File: config.mk
export PLATFORM = sky130hd
export DESIGN_NAME = cfh_regs
export DESIGN_NICKNAME = d
export VERILOG_FILES = /design/src/logic/cfh_pkg.sv /design/src/logic/cfh_regs.sv /design/src/logic/cfh_tick_gen.sv /design/src/logic/cfh_debounce.sv
export SDC_FILE = /design/constraint.sdc
export NUM_CORES = 1
export LEC_CHECK = 0
export BUFFER_PORTS_ARGS = -buffer_cell sky130_fd_sc_hd__buf_2
export CAP_MARGIN = 20
export CORE_MARGIN = 3
export CORE_UTILIZATION = 25
export DETAILED_ROUTE_END_ITERATION = 16
export MAX_ROUTING_LAYER = met4
export PLACE_DENSITY = 0.38
export SLEW_MARGIN = 20
export SYNTH_ARGS = -nofsm -noshare
export SYNTH_HDL_FRONTEND = slang
export SYNTH_SLANG_ARGS = --single-unit
File: constraint.sdc
create_clock -name sys_clk -period 5.8 [get_ports sys_clk]
set_input_delay 1.74 -clock sys_clk [delete_from_list [all_inputs] [get_ports sys_clk]]
set_output_delay 1.74 -clock sys_clk [all_outputs]
set_load 0.05 [all_outputs]
File: src/logic/cfh_pkg.sv
package cfh_pkg;

    // ------------------------------------------------------------
    // Register map
    // ------------------------------------------------------------
    localparam logic [7:0] CFH_ADDR_FILTER = 8'h0C;   // codec_filter_control
    localparam logic [7:0] CFH_ADDR_DET_A  = 8'h0D;   // headset_button_detect_a
    localparam logic [7:0] CFH_ADDR_DET_B  = 8'h0E;   // headset_button_detect_b

    // Reset values
    localparam logic [7:0] CFH_RST_FILTER  = 8'h00;
    localparam logic [7:0] CFH_RST_DET_A   = 8'h00;
    localparam logic [7:0] CFH_RST_DET_B   = 8'h00;

    // ------------------------------------------------------------
    // Field positions
    // ------------------------------------------------------------
    localparam int CFH_F_HPF_L_LO   = 6;   // Left highpass, bits 7:6
    localparam int CFH_F_HPF_R_LO   = 4;   // Right highpass, bits 5:4
    localparam int CFH_F_FX_L       = 3;
    localparam int CFH_F_DEEMP_L    = 2;
    localparam int CFH_F_FX_R       = 1;
    localparam int CFH_F_DEEMP_R    = 0;
    localparam int CFH_F_DET_EN     = 7;   // Detection register A
    localparam int CFH_F_TYPE_LO    = 5;   // Bits 6:5
    localparam int CFH_F_JDB_LO     = 2;   // Bits 4:2
    localparam int CFH_F_BDB_LO     = 0;   // Bits 1:0
    localparam int CFH_F_ACCPL      = 7;   // Detection register B
    localparam int CFH_F_FULLDIFF   = 6;
    localparam int CFH_F_BTN_FLAG   = 5;
    localparam int CFH_F_HS_FLAG    = 4;
    localparam int CFH_F_PSEUDODIFF = 3;

    // Writable bits masks
    localparam logic [7:0] CFH_WMASK_DET_A = 8'h9F;
    localparam logic [7:0] CFH_WMASK_DET_B = 8'hC8;

    // ------------------------------------------------------------
    // Timing
    // ------------------------------------------------------------
    localparam int CFH_CLK_MHZ       = 200;
    localparam int CFH_TICK_BASE_MS  = 1;   // Shortest sample tick
    localparam int CFH_TICK_BASE_CYC = CFH_TICK_BASE_MS * CFH_CLK_MHZ * 1000;
    localparam int CFH_SAMPLES       = 8;   // Samples per debounce interval
    localparam logic [2:0] CFH_JDB_MAX = 3'h5; // Largest legal jack code
    localparam int CFH_JDB_SHIFT     = 1;   // Jack tick is 2 ms at code 0
    localparam int CFH_PRESC_W       = 7;   // Up to 64 base ticks

endpackage : cfh_pkg

File: src/logic/cfh_regs.sv
module cfh_regs
#(
    parameter int BASE_CYC = cfh_pkg::CFH_TICK_BASE_CYC,
    parameter int SAMPLES  = cfh_pkg::CFH_SAMPLES
)
(
    input  wire logic       sys_clk,
    input  wire logic       rstn,
    input  wire logic       reg_wr,
    input  wire logic       reg_rd,
    input  wire logic [7:0] reg_addr,
    input  wire logic [7:0] reg_wdata,
    output logic [7:0]      reg_rdata,
    input  wire logic       jack_raw,
    input  wire logic       stereo_raw,
    input  wire logic       cell_raw,
    input  wire logic       button_raw,
    output logic [1:0]      hpf_left_mode,
    output logic [1:0]      hpf_right_mode,
    output logic            fx_left_en,
    output logic            deemp_left_en,
    output logic            fx_right_en,
    output logic            deemp_right_en,
    output logic            detect_run,
    output logic            out_ac_coupled,
    output logic            out_full_diff,
    output logic            out_pseudo_diff,
    output logic            headset_present,
    output logic            button_event
);
    import cfh_pkg::*;

    // ------------------------------------------------------------
    // Reset release
    // ------------------------------------------------------------
    logic       rst_s1_r;       // First reset stage
    logic       rst_n;          // Released reset

    // Two-stage reset release
    // Assertion is immediate, release waits two edges
    always_ff @(posedge sys_clk or negedge rstn)
    begin
        if (!rstn)
        begin
            rst_s1_r <= 1'b0;
            rst_n    <= 1'b0;
        end
        else
        begin
            rst_s1_r <= 1'b1;
            rst_n    <= rst_s1_r;
        end
    end

    // ------------------------------------------------------------
    // Pin synchronisers
    // ------------------------------------------------------------
    logic [3:0] pin_s1_r;       // First stage, read only by second
    logic [3:0] pin_s2_r;       // Synchronised pins

    // Two flip-flops per detection pin
    // Pins read as absent until reset ends
    always_ff @(posedge sys_clk or negedge rst_n)
    begin
        if (!rst_n)
        begin
            pin_s1_r <= 4'h0;
            pin_s2_r <= 4'h0;
        end
        else
        begin
            pin_s1_r <= {button_raw, cell_raw, stereo_raw, jack_raw};
            pin_s2_r <= pin_s1_r;
        end
    end

    // ------------------------------------------------------------
    // Register storage
    // ------------------------------------------------------------
    logic [7:0] filter_r;       // Filter control
    logic [7:0] det_a_r;        // Writable part of detection A
    logic [7:0] det_b_r;        // Writable part of detection B
    logic       btn_flag_r;     // Sticky button press flag
    logic       wr_filter;      // Write strobe decodes
    logic       wr_det_a;
    logic       wr_det_b;

    // One write strobe per mapped register
    assign wr_filter = reg_wr && (reg_addr == CFH_ADDR_FILTER);
    assign wr_det_a  = reg_wr && (reg_addr == CFH_ADDR_DET_A);
    assign wr_det_b  = reg_wr && (reg_addr == CFH_ADDR_DET_B);

    // Filter register, all bits writable
    // Every code is legal, no masking
    always_ff @(posedge sys_clk or negedge rst_n)
    begin
        if (!rst_n)
            filter_r <= CFH_RST_FILTER;
        else if (wr_filter)
            filter_r <= reg_wdata;
    end

    // Detection A, result bits masked off
    // Result field is computed live, never stored
    always_ff @(posedge sys_clk or negedge rst_n)
    begin
        if (!rst_n)
            det_a_r <= CFH_RST_DET_A;   // Detection off at reset
        else if (wr_det_a)
            det_a_r <= reg_wdata & CFH_WMASK_DET_A;   // Type field ignored
    end

    // Detection B, only configuration bits kept
    // Flags live outside this register
    always_ff @(posedge sys_clk or negedge rst_n)
    begin
        if (!rst_n)
            det_b_r <= CFH_RST_DET_B;
        else if (wr_det_b)
            det_b_r <= reg_wdata & CFH_WMASK_DET_B;   // Flag bits 5:4 and bits 2:0 dropped
    end

    // ------------------------------------------------------------
    // Sample ticks
    // ------------------------------------------------------------
    logic       base_tick;      // 1 ms tick
    logic [6:0] tick_mask;      // 2^k ms ticks
    logic [2:0] jdb_code;       // Jack debounce code
    logic [1:0] bdb_code;       // Button debounce code
    logic       jack_tick;      // Selected jack sample tick
    logic       btn_tick;       // Selected button sample tick
    logic       run;            // Detection enabled

    cfh_tick_gen #(
        .BASE_CYC  (BASE_CYC)
    ) u_tick (
        .sys_clk   (sys_clk),
        .rst_n     (rst_n),
        .base_tick (base_tick),
        .tick_mask (tick_mask)
    );

    // Detection fields steering the detectors
    assign run      = det_a_r[CFH_F_DET_EN];
    assign jdb_code = det_a_r[CFH_F_JDB_LO +: 3];
    assign bdb_code = det_a_r[CFH_F_BDB_LO +: 2];

    // Tick select: jack 2 ms doubling, button 1 ms doubling
    // Code zero leaves the button tick unused
    always_comb
    begin
        jack_tick = 1'b0;
        btn_tick  = 1'b0;
        // Codes above the largest clamp to 64 ms ticks
        if (jdb_code > CFH_JDB_MAX)
            jack_tick = tick_mask[6];
        else
            jack_tick = tick_mask[3'(jdb_code + 3'(CFH_JDB_SHIFT))];
        if (bdb_code != 2'h0)
            btn_tick = tick_mask[3'(bdb_code - 2'h1)];
    end

    // ------------------------------------------------------------
    // Debouncers
    // ------------------------------------------------------------
    logic       jack_clean;     // Debounced jack
    logic       st_clean;       // Debounced stereo sense
    logic       cell_clean;     // Debounced cellular sense
    logic       btn_clean;      // Debounced button
    logic       btn_prev_r;     // Button level last cycle
    logic       btn_press;      // Debounced press edge

    // Jack, stereo and cell share the jack tick
    cfh_debounce #(.SAMPLES(SAMPLES)) u_db_jack (
        .sys_clk (sys_clk),
        .rst_n   (rst_n),
        .run     (run),
        .bypass  (1'b0),
        .sample  (jack_tick),
        .raw     (pin_s2_r[0]),
        .clean   (jack_clean)
    );

    cfh_debounce #(.SAMPLES(SAMPLES)) u_db_st (
        .sys_clk (sys_clk),
        .rst_n   (rst_n),
        .run     (run),
        .bypass  (1'b0),
        .sample  (jack_tick),
        .raw     (pin_s2_r[1]),
        .clean   (st_clean)
    );

    cfh_debounce #(.SAMPLES(SAMPLES)) u_db_cell (
        .sys_clk (sys_clk),
        .rst_n   (rst_n),
        .run     (run),
        .bypass  (1'b0),
        .sample  (jack_tick),
        .raw     (pin_s2_r[2]),
        .clean   (cell_clean)
    );

    // Code zero means no button debounce
    // Raw synced level passes straight through
    cfh_debounce #(.SAMPLES(SAMPLES)) u_db_btn (
        .sys_clk (sys_clk),
        .rst_n   (rst_n),
        .run     (run),
        .bypass  (bdb_code == 2'h0),
        .sample  (btn_tick),
        .raw     (pin_s2_r[3]),
        .clean   (btn_clean)
    );

    // Press edge detector
    // Low at reset like the idle button, no false press
    always_ff @(posedge sys_clk or negedge rst_n)
    begin
        if (!rst_n)
            btn_prev_r <= 1'b0;
        else
            btn_prev_r <= btn_clean;
    end

    assign btn_press = btn_clean && !btn_prev_r;

    // ------------------------------------------------------------
    // Status
    // ------------------------------------------------------------
    logic [1:0] type_nxt;       // Headset type result
    logic       rd_det_b;       // Read of detection B

    // Reading detection B clears the press flag
    assign rd_det_b = reg_rd && (reg_addr == CFH_ADDR_DET_B);

    // Type valid only with jack present
    // Stale sense levels hidden without a jack
    always_comb
    begin
        if (jack_clean)
            type_nxt = {cell_clean, st_clean};
        else
            type_nxt = 2'h0;
    end

    // Sticky flag, press wins over read clear
    // A press landing on the clearing read is kept
    always_ff @(posedge sys_clk or negedge rst_n)
    begin
        if (!rst_n)
            btn_flag_r <= 1'b0;
        else if (btn_press)
            btn_flag_r <= 1'b1;
        else if (rd_det_b)
            btn_flag_r <= 1'b0;   // Read clears
    end

    // ------------------------------------------------------------
    // Read data, registered
    // ------------------------------------------------------------
    always_ff @(posedge sys_clk or negedge rst_n)
    begin
        if (!rst_n)
            reg_rdata <= 8'h00;
        // Data held unchanged between reads
        else if (reg_rd)
        begin
            unique case (reg_addr)
                CFH_ADDR_FILTER: reg_rdata <= filter_r;
                CFH_ADDR_DET_A:  reg_rdata <= det_a_r | {1'b0, type_nxt, 5'h00};
                // Sticky flag, live flag, zeros low
                CFH_ADDR_DET_B:  reg_rdata <= det_b_r | {2'h0, btn_flag_r, jack_clean, 4'h0};
                default:         reg_rdata <= 8'h00;   // Unmapped reads zero
            endcase
        end
    end

    // ------------------------------------------------------------
    // Control outputs, registered
    // ------------------------------------------------------------
    // Filter controls, one cycle behind the register
    always_ff @(posedge sys_clk or negedge rst_n)
    begin
        if (!rst_n)
        begin
            // Filters bypassed at reset
            hpf_left_mode   <= 2'h0;
            hpf_right_mode  <= 2'h0;
            fx_left_en      <= 1'b0;
            deemp_left_en   <= 1'b0;
            fx_right_en     <= 1'b0;
            deemp_right_en  <= 1'b0;
        end
        else
        begin
            // Straight copies of stored fields
            hpf_left_mode   <= filter_r[CFH_F_HPF_L_LO +: 2];
            hpf_right_mode  <= filter_r[CFH_F_HPF_R_LO +: 2];
            fx_left_en      <= filter_r[CFH_F_FX_L];
            deemp_left_en   <= filter_r[CFH_F_DEEMP_L];
            fx_right_en     <= filter_r[CFH_F_FX_R];
            deemp_right_en  <= filter_r[CFH_F_DEEMP_R];
        end
    end

    // Detection controls and status
    always_ff @(posedge sys_clk or negedge rst_n)
    begin
        if (!rst_n)
        begin
            // Detection off, capless, no wiring mode
            detect_run      <= 1'b0;
            out_ac_coupled  <= 1'b0;
            out_full_diff   <= 1'b0;
            out_pseudo_diff <= 1'b0;
            headset_present <= 1'b0;
            button_event    <= 1'b0;
        end
        else
        begin
            // Stored bits and debounced state
            detect_run      <= run;
            out_ac_coupled  <= det_b_r[CFH_F_ACCPL];
            out_full_diff   <= det_b_r[CFH_F_FULLDIFF];
            out_pseudo_diff <= det_b_r[CFH_F_PSEUDODIFF];
            headset_present <= jack_clean;
            button_event    <= btn_press;
        end
    end

endmodule : cfh_regs

File: src/logic/cfh_tick_gen.sv
module cfh_tick_gen
#(
    parameter int BASE_CYC = cfh_pkg::CFH_TICK_BASE_CYC
)
(
    input  wire logic       sys_clk,
    input  wire logic       rst_n,
    output logic            base_tick,
    output logic [6:0]      tick_mask
);
    import cfh_pkg::*;

    // ------------------------------------------------------------
    // Base millisecond tick and power-of-two prescaler
    // ------------------------------------------------------------
    logic [31:0] cyc_r;        // Cycle counter
    logic [6:0]  presc_r;      // Base tick counter

    // Base tick every BASE_CYC cycles
    always_ff @(posedge sys_clk or negedge rst_n)
    begin
        if (!rst_n)
        begin
            cyc_r     <= 32'h0;
            base_tick <= 1'b0;
        end
        else if (cyc_r == 32'(BASE_CYC - 1))
        begin
            cyc_r     <= 32'h0;
            base_tick <= 1'b1;
        end
        else
        begin
            cyc_r     <= cyc_r + 32'h1;
            base_tick <= 1'b0;
        end
    end

    // Prescaler advances on each base tick
    always_ff @(posedge sys_clk or negedge rst_n)
    begin
        if (!rst_n)
            presc_r <= 7'h0;
        else if (base_tick)
            presc_r <= presc_r + 7'h1;
    end

    // Bit k high marks a 2^k ms tick boundary
    always_comb
    begin
        tick_mask[0] = base_tick;
        for (int k = 1; k < 7; k++)
            tick_mask[k] = base_tick && ((presc_r & ~(7'h7F << k)) == 7'h0);   // Low k bits zero
    end

endmodule : cfh_tick_gen

File: src/logic/cfh_debounce.sv
module cfh_debounce
#(
    parameter int SAMPLES = cfh_pkg::CFH_SAMPLES
)
(
    input  wire logic       sys_clk,
    input  wire logic       rst_n,
    input  wire logic       run,
    input  wire logic       bypass,
    input  wire logic       sample,
    input  wire logic       raw,
    output logic            clean
);
    import cfh_pkg::*;

    logic [3:0] cnt_r;   // Agreeing samples seen

    // ------------------------------------------------------------
    // Level accepted after SAMPLES agreeing ticks in a row
    // ------------------------------------------------------------
    always_ff @(posedge sys_clk or negedge rst_n)
    begin
        if (!rst_n)
        begin
            cnt_r <= 4'h0;
            clean <= 1'b0;
        end
        else if (!run)
        begin
            // Held idle while stopped
            cnt_r <= 4'h0;
            clean <= 1'b0;
        end
        else if (bypass)
        begin
            cnt_r <= 4'h0;
            clean <= raw;
        end
        else if (raw == clean)
            cnt_r <= 4'h0;   // Any agreeing level restarts the window
        else if (sample)
        begin
            if (cnt_r == 4'(SAMPLES - 1))
            begin
                clean <= raw;   // Stable across whole interval
                cnt_r <= 4'h0;
            end
            else
                cnt_r <= cnt_r + 4'h1;
        end
    end

endmodule : cfh_debounce

== After elaboration in Yosys (flattened, before gate mapping) ==
Cells that the tools add are included.

* Bits in registers: 111
* Input bits: 24
* Output and inout bits: 22
* Logic and storage cells: 143

* $add $sub $neg: 8
* Order comparisons: 3
* Equality and inequality tests: 26
* Mux-type cells: 46
* Bitwise operators: 2
* Reductions and logical operators: 25

{| class="wikitable"
|+ Operators by type and width
! kind !! count
|-
| $mux W4 || 17
|-
| $logic_not A7 Y1 || 6
|-
| $add A32 B1 Y32 const B || 1
|-
| $eq A32 B18 Y1 const B || 1
|-
| $mux W32 || 1
|-
| $eq A8 B4 Y1 const B || 3
|-
| $mux W1 || 24
|-
| $pmux W8 S3 || 1
|-
| $add A4 B1 Y4 const B || 4
|-
| $eq A4 B3 Y1 const B || 4
|-
| $ne A3 B1 Y1 const B || 5
|-
| $reduce_and A3 Y1 || 4
|-
| $logic_and A1 B1 Y1 || 11
|-
| $lt A3 B4 Y1 const B || 2
|-
| $ne A2 B1 Y1 const B || 4
|-
| $or A8 B6 Y8 || 1
|-
| $or A8 B7 Y8 || 1
|-
| $add A7 B1 Y7 const B || 1
|-
| $bmux W1 S3 || 2
|-
| $ne A2 B2 Y1 const B || 3
|-
| $eq A1 B1 Y1 || 4
|-
| $ne A4 B1 Y1 const B || 1
|-
| $reduce_bool A2 Y1 || 2
|-
| $add A3 B1 Y3 const B || 1
|-
| 6 further kinds || 6
|}

== Longest topological paths before layout ==
* Depth after elaboration: 9
* Mapped depth: 8
* Gate-level depth less buffers: 7

== Hierarchy ==
A second synthesis with hierarchy kept.

* Cells, all modules: 420
* Area, all modules: 4862.2 µm²

{| class="wikitable"
|+ Modules (own cells, without submodules)
! module !! times used !! cells each !! area an instance (µm²) !! sequential area each (µm²)
|-
| cfh_regs || 1 || 139 || 1950.6 || 1276.2
|-
| cfh_tick_gen || 1 || 177 || 1870.5 || 975.9
|-
| cfh_debounce || 4 || 26 || 260.2 || 125.1
|}

== Worst setup path before layout ==
No wires, ideal clock.

* Path type: input-to-reg
* Start point: input reg_addr[5]
* End point: register filter_r[0]
* Library setup time: 125 ps
* Arrival time: 2994 ps
* Setup slack: 2681 ps
* Cell stages on the path: 4
* Path buffers: 0
* Cell sequence: nor4_1 -> nand4_1 -> nor3_2 -> mux2_2

* Cells in the longest elaborated chain, start to end: 2

{| class="wikitable"
|+ RTL lines
! element !! RTL line !! source
|-
| start, declared || cfh_regs.sv:11 || <nowiki>input wire logic [7:0] reg_addr,</nowiki>
|-
| $eq A8 B4 Y1 || cfh_regs.sv:89 || <nowiki>assign wr_filter = reg_wr && (reg_addr == CFH_ADDR_FILTER);</nowiki>
|-
| $logic_and A1 B1 Y1 || cfh_regs.sv:89 ||
|-
| end signal, assigned || cfh_regs.sv:100 || <nowiki>filter_r <= reg_wdata;</nowiki>
|-
| end, declared || cfh_regs.sv:80 || <nowiki>logic [7:0] filter_r;</nowiki>
|}

No other way between the ends.
A chain may end at the register's enable or synchronous reset.

== Worst setup path in the final report ==
* Start point: input reg_addr[5]
* End point: register filter_r[3]

The elaborated chain is that of the path after synthesis.

==> impl_metrics.csv <==
group,metric,value,unit
run_status,status,"finished clean",
global_routing,grt_pass1_wl,19.9,mm
synth,mapped_cell_area,0.00498,mm²
worst_setup_path,critical_path.cell_chain,"buf_2 -> nor4_1 -> nand4_1 -> nor3_2 -> mux2_2",
clocking,post_cts.repair.setup_buffers,0,
timing,post-route-period-util,0.538,
synth,synth_commonest_cells,"110 x sky130_fd_sc_hd__dfrtp_1, 41 x sky130_fd_sc_hd__nand2_1, 36 x sky130_fd_sc_hd__nor2_1",
synth,synthesis.yosys.warnings,0,
clocking,cts_made_buffers,9,
synth,yosys_register_bits,110,
global_routing,grt_pass1_vias,3693,
cells_and_area,multi_input_area,0.00214,mm²
global_routing,grt_use_total,0.120,
cells_and_area,post-route-util,0.304,
placement,finalWeightedCongestion,0.736,
worst_setup_path,slowest_stage,"sky130_fd_sc_hd__nor3_2",
pwr,power_density,260,mW/mm²
timing,fin_tns_setup,0,ps
pwr,leakagePower,2.60,nW
worst_setup_path,critPathKind,"in -> reg",
floorplanning,placeable_area,0.0191,mm²
pwr,power.ir.vdd_worst,0.000149,V
route,post_drt_wl_per_cell,15.2,µm
placement,buffer_ports.inserted,45,
worst_setup_path,timing.critical_path.fanout_max,8,
synth,most_frequent_cell_after_synthesis,"sky130_fd_sc_hd__dfrtp_1",
synth,synth_area_leaders,"sky130_fd_sc_hd__dfrtp_1 55%, sky130_fd_sc_hd__mux2_2 4.1%, sky130_fd_sc_hd__xnor2_1 3.5%",
synth,syn-instance-count,459,
clocking,postCtsResizedCells,0,
synth,synth_ff_type,"sky130_fd_sc_hd__dfrtp_1",
floorplanning,die-height,147,µm
placement,dpl_ws,2300,ps
worst_setup_path,worst-endpoint-required,6040,ps
timing,unrepaired_setup_endpoints_after_global_routing,"false",
timing,finClkSkew,6.61,ps
placement,dp.final_hpwl,8.45,mm
pwr,total_power,0.00151,W
synth,synth.yosys.seq_area_share,0.553,
global_routing,grt_max_degree,73,
cells_and_area,area.growth.synth_to_final,16.8,%
clocking,ctsLongestPathBuffers,2,
worst_setup_path,worst_setup_path_end_kind,"register",
clocking,clkTransAtPathRegs,70,ps
timing,slew_violations,0,
floorplanning,die_w,147,µm
synth,asyncSetResetFlopFracSynth,1.00,
synth,syn_avg_cell_area,10.8,µm²
route,initial_detailed_routing_violation_count,206,
timing,setup-violations-final,0,
cells_and_area,seq_area,0.00276,mm²
timing,timing.fmax,0.320,GHz
timing,hold_slack,293,ps
worst_setup_path,r2r_slack,3190,ps
route,firstDrtPassIters,4,
route,antenna_violating_nets_post_route,0,
synth,synth-edff-count,0,
timing,post-route-worst-setup-slack,2680,ps
route,routed_wirelength,11.8,mm
route,routed_via_count,3552,
timing,slew-limit-headroom,0.379,
timing,timing.final.crit_period,3120,ps
cells_and_area,final_net_count,542,
clocking,ctsHoldBuffers,0,
flow_run,cap_viol_max_count,0,
synth,synthDistinctLibCells,45,
timing,report.final.hold_viol_count,0,
floorplanning,initial_utilization,0.260,
clocking,clk_latency,350,ps
route,post_drt_via_cell_ratio,4.58,
clocking,tritoncts,"built",
route,post-route-drc-count,0,
synth,synth_largest_area_cell,"sky130_fd_sc_hd__dfrtp_1",
clocking,clkSinkCount,110,
worst_setup_path,arrival,3360,ps
hold_path,worst_hold_path_type,"reg -> async",
cells_and_area,num-fill-cells,2040,
worst_setup_path,critical_path.startpoint_type,"input pin",
synth,synth_nets,493,
synth,area_share_of_the_leading_cell_type_in_the_synthesized_netlist,0.553,
clocking,clock_tree.root_cell,"sky130_fd_sc_hd__clkbuf_16",
floorplanning,area_of_the_die,0.0216,mm²
global_routing,grt_antenna_before_repair,2,
cells_and_area,final_layout_size_suffix_gt1_frac,0.181,
floorplanning,boundaryPins,46,
floorplanning,fp-row-count,50,
worst_setup_path,cp_slowest_stage_delay,550,ps
global_routing,grt.overflow.total,0,
timing,worstMarginPinSlew,931,ps
clocking,cts_htree_levels,3,
## worst max-delay path: cells and delay by family
kind                   cells  cell delay (ps)
buffers and inverters      1              100
and+or+nand+nor            3             1120
muxes                      1              410
## logic make-up (layout without fill, tap and decap cells)
| logic type | count (synthesis) | in the layout | synth area share |
|---|---|---|---|
| XOR/XNOR | 40 | 40 | 0.0704 |
| AND/OR/NAND/NOR | 182 | 182 | 0.189 |
| buffers and inverters | 23 | 77 | 0.0176 |
| AO/OA/AOI/OAI | 67 | 67 | 0.0870 |
| adder cells (fa/ha/maj) | 10 | 10 | 0.0251 |
| other | 1 | 3 | 0.000754 |
| flip-flops | 110 | 110 | 0.553 |
| multiplexers | 26 | 26 | 0.0568 |
## registers in the layout (all words and copies together), names as in the netlist, 2 cells and up
register         cells
u_tick.cyc_r        32
filter_r             8
reg_rdata            8
det_a_r              6
u_tick.presc_r       6
pin_s1_r             4
pin_s2_r             4
u_db_btn.cnt_r       4
u_db_cell.cnt_r      4
u_db_jack.cnt_r      4
u_db_st.cnt_r        4
det_b_r              3
hpf_left_mode        2
hpf_right_mode       2
## report_power, final
| group | switching (W) | internal [W] | total, W |
|---|---|---|---|
| clock network | 0.000296 | 0.000338 | 0.000634 |
| logic | 0.0000521 | 0.0000243 | 0.0000764 |
| registers | 0.0000173 | 0.000783 | 0.000801 |
| total | 0.000365 | 0.00115 | 0.00151 |
## cell type report
cell class                 count  area share
clock inverter                 6      0.0121
clock buffer                  10      0.0394
tap                          260      0.0560
multi-input combinational    326       0.368
antenna                        2    0.000861
timing repair buffer          46      0.0401
sequential                   110       0.474
inverter                      15     0.00969
## cell usage in the layout, fill, tap and decap left out, drive strengths merged, types with 5 or more instances in the layout
master,netlist,routed
o22ai,8,8
dfrtp,110,110
a21oi,21,21
nand2,41,41
nor3,7,7
inv,15,16
clkbuf,6,10
nand3,29,29
buf,2,46
o21ai,19,19
mux2,18,18
ha,10,10
xor2,20,20
mux2i,8,8
nor4,12,12
nand2b,12,12
nand4,12,12
or3b,5,5
nor2,36,36
xnor2,20,20
## metrics by stage
stage / area [µm²] / cells
3_5_place_dp: 5510 / 757
5_1_grt: 5810 / 775
2_1_floorplan: 4980 / 459
3_3_place_gp: 5510 / 757
4_1_cts: 5810 / 773
6_report: 5810 / 775
## path summary, 6_finish.rpt
kind,startpoint,end,cells after the start
max in group asynchronous,rst_n,u_tick.cyc_r[1],1
hold reg to reg,rst_n,u_db_btn.cnt_r[1],0
setup reg to reg,u_tick.presc_r[0],u_db_st.cnt_r[3],7
setup / recovery,reg_addr[5],filter_r[3],5
hold / removal,rst_n,u_db_btn.cnt_r[1],0
min in group sys_clk,pin_s1_r[1],pin_s2_r[1],0
## routing by layer
metal  wire length (µm)  global-route usage
met5                  0                   -
met1               5860               0.160
met3                591              0.0345
met4                176              0.0377
met2               5180               0.176
(Power assumes the default switching activity.)
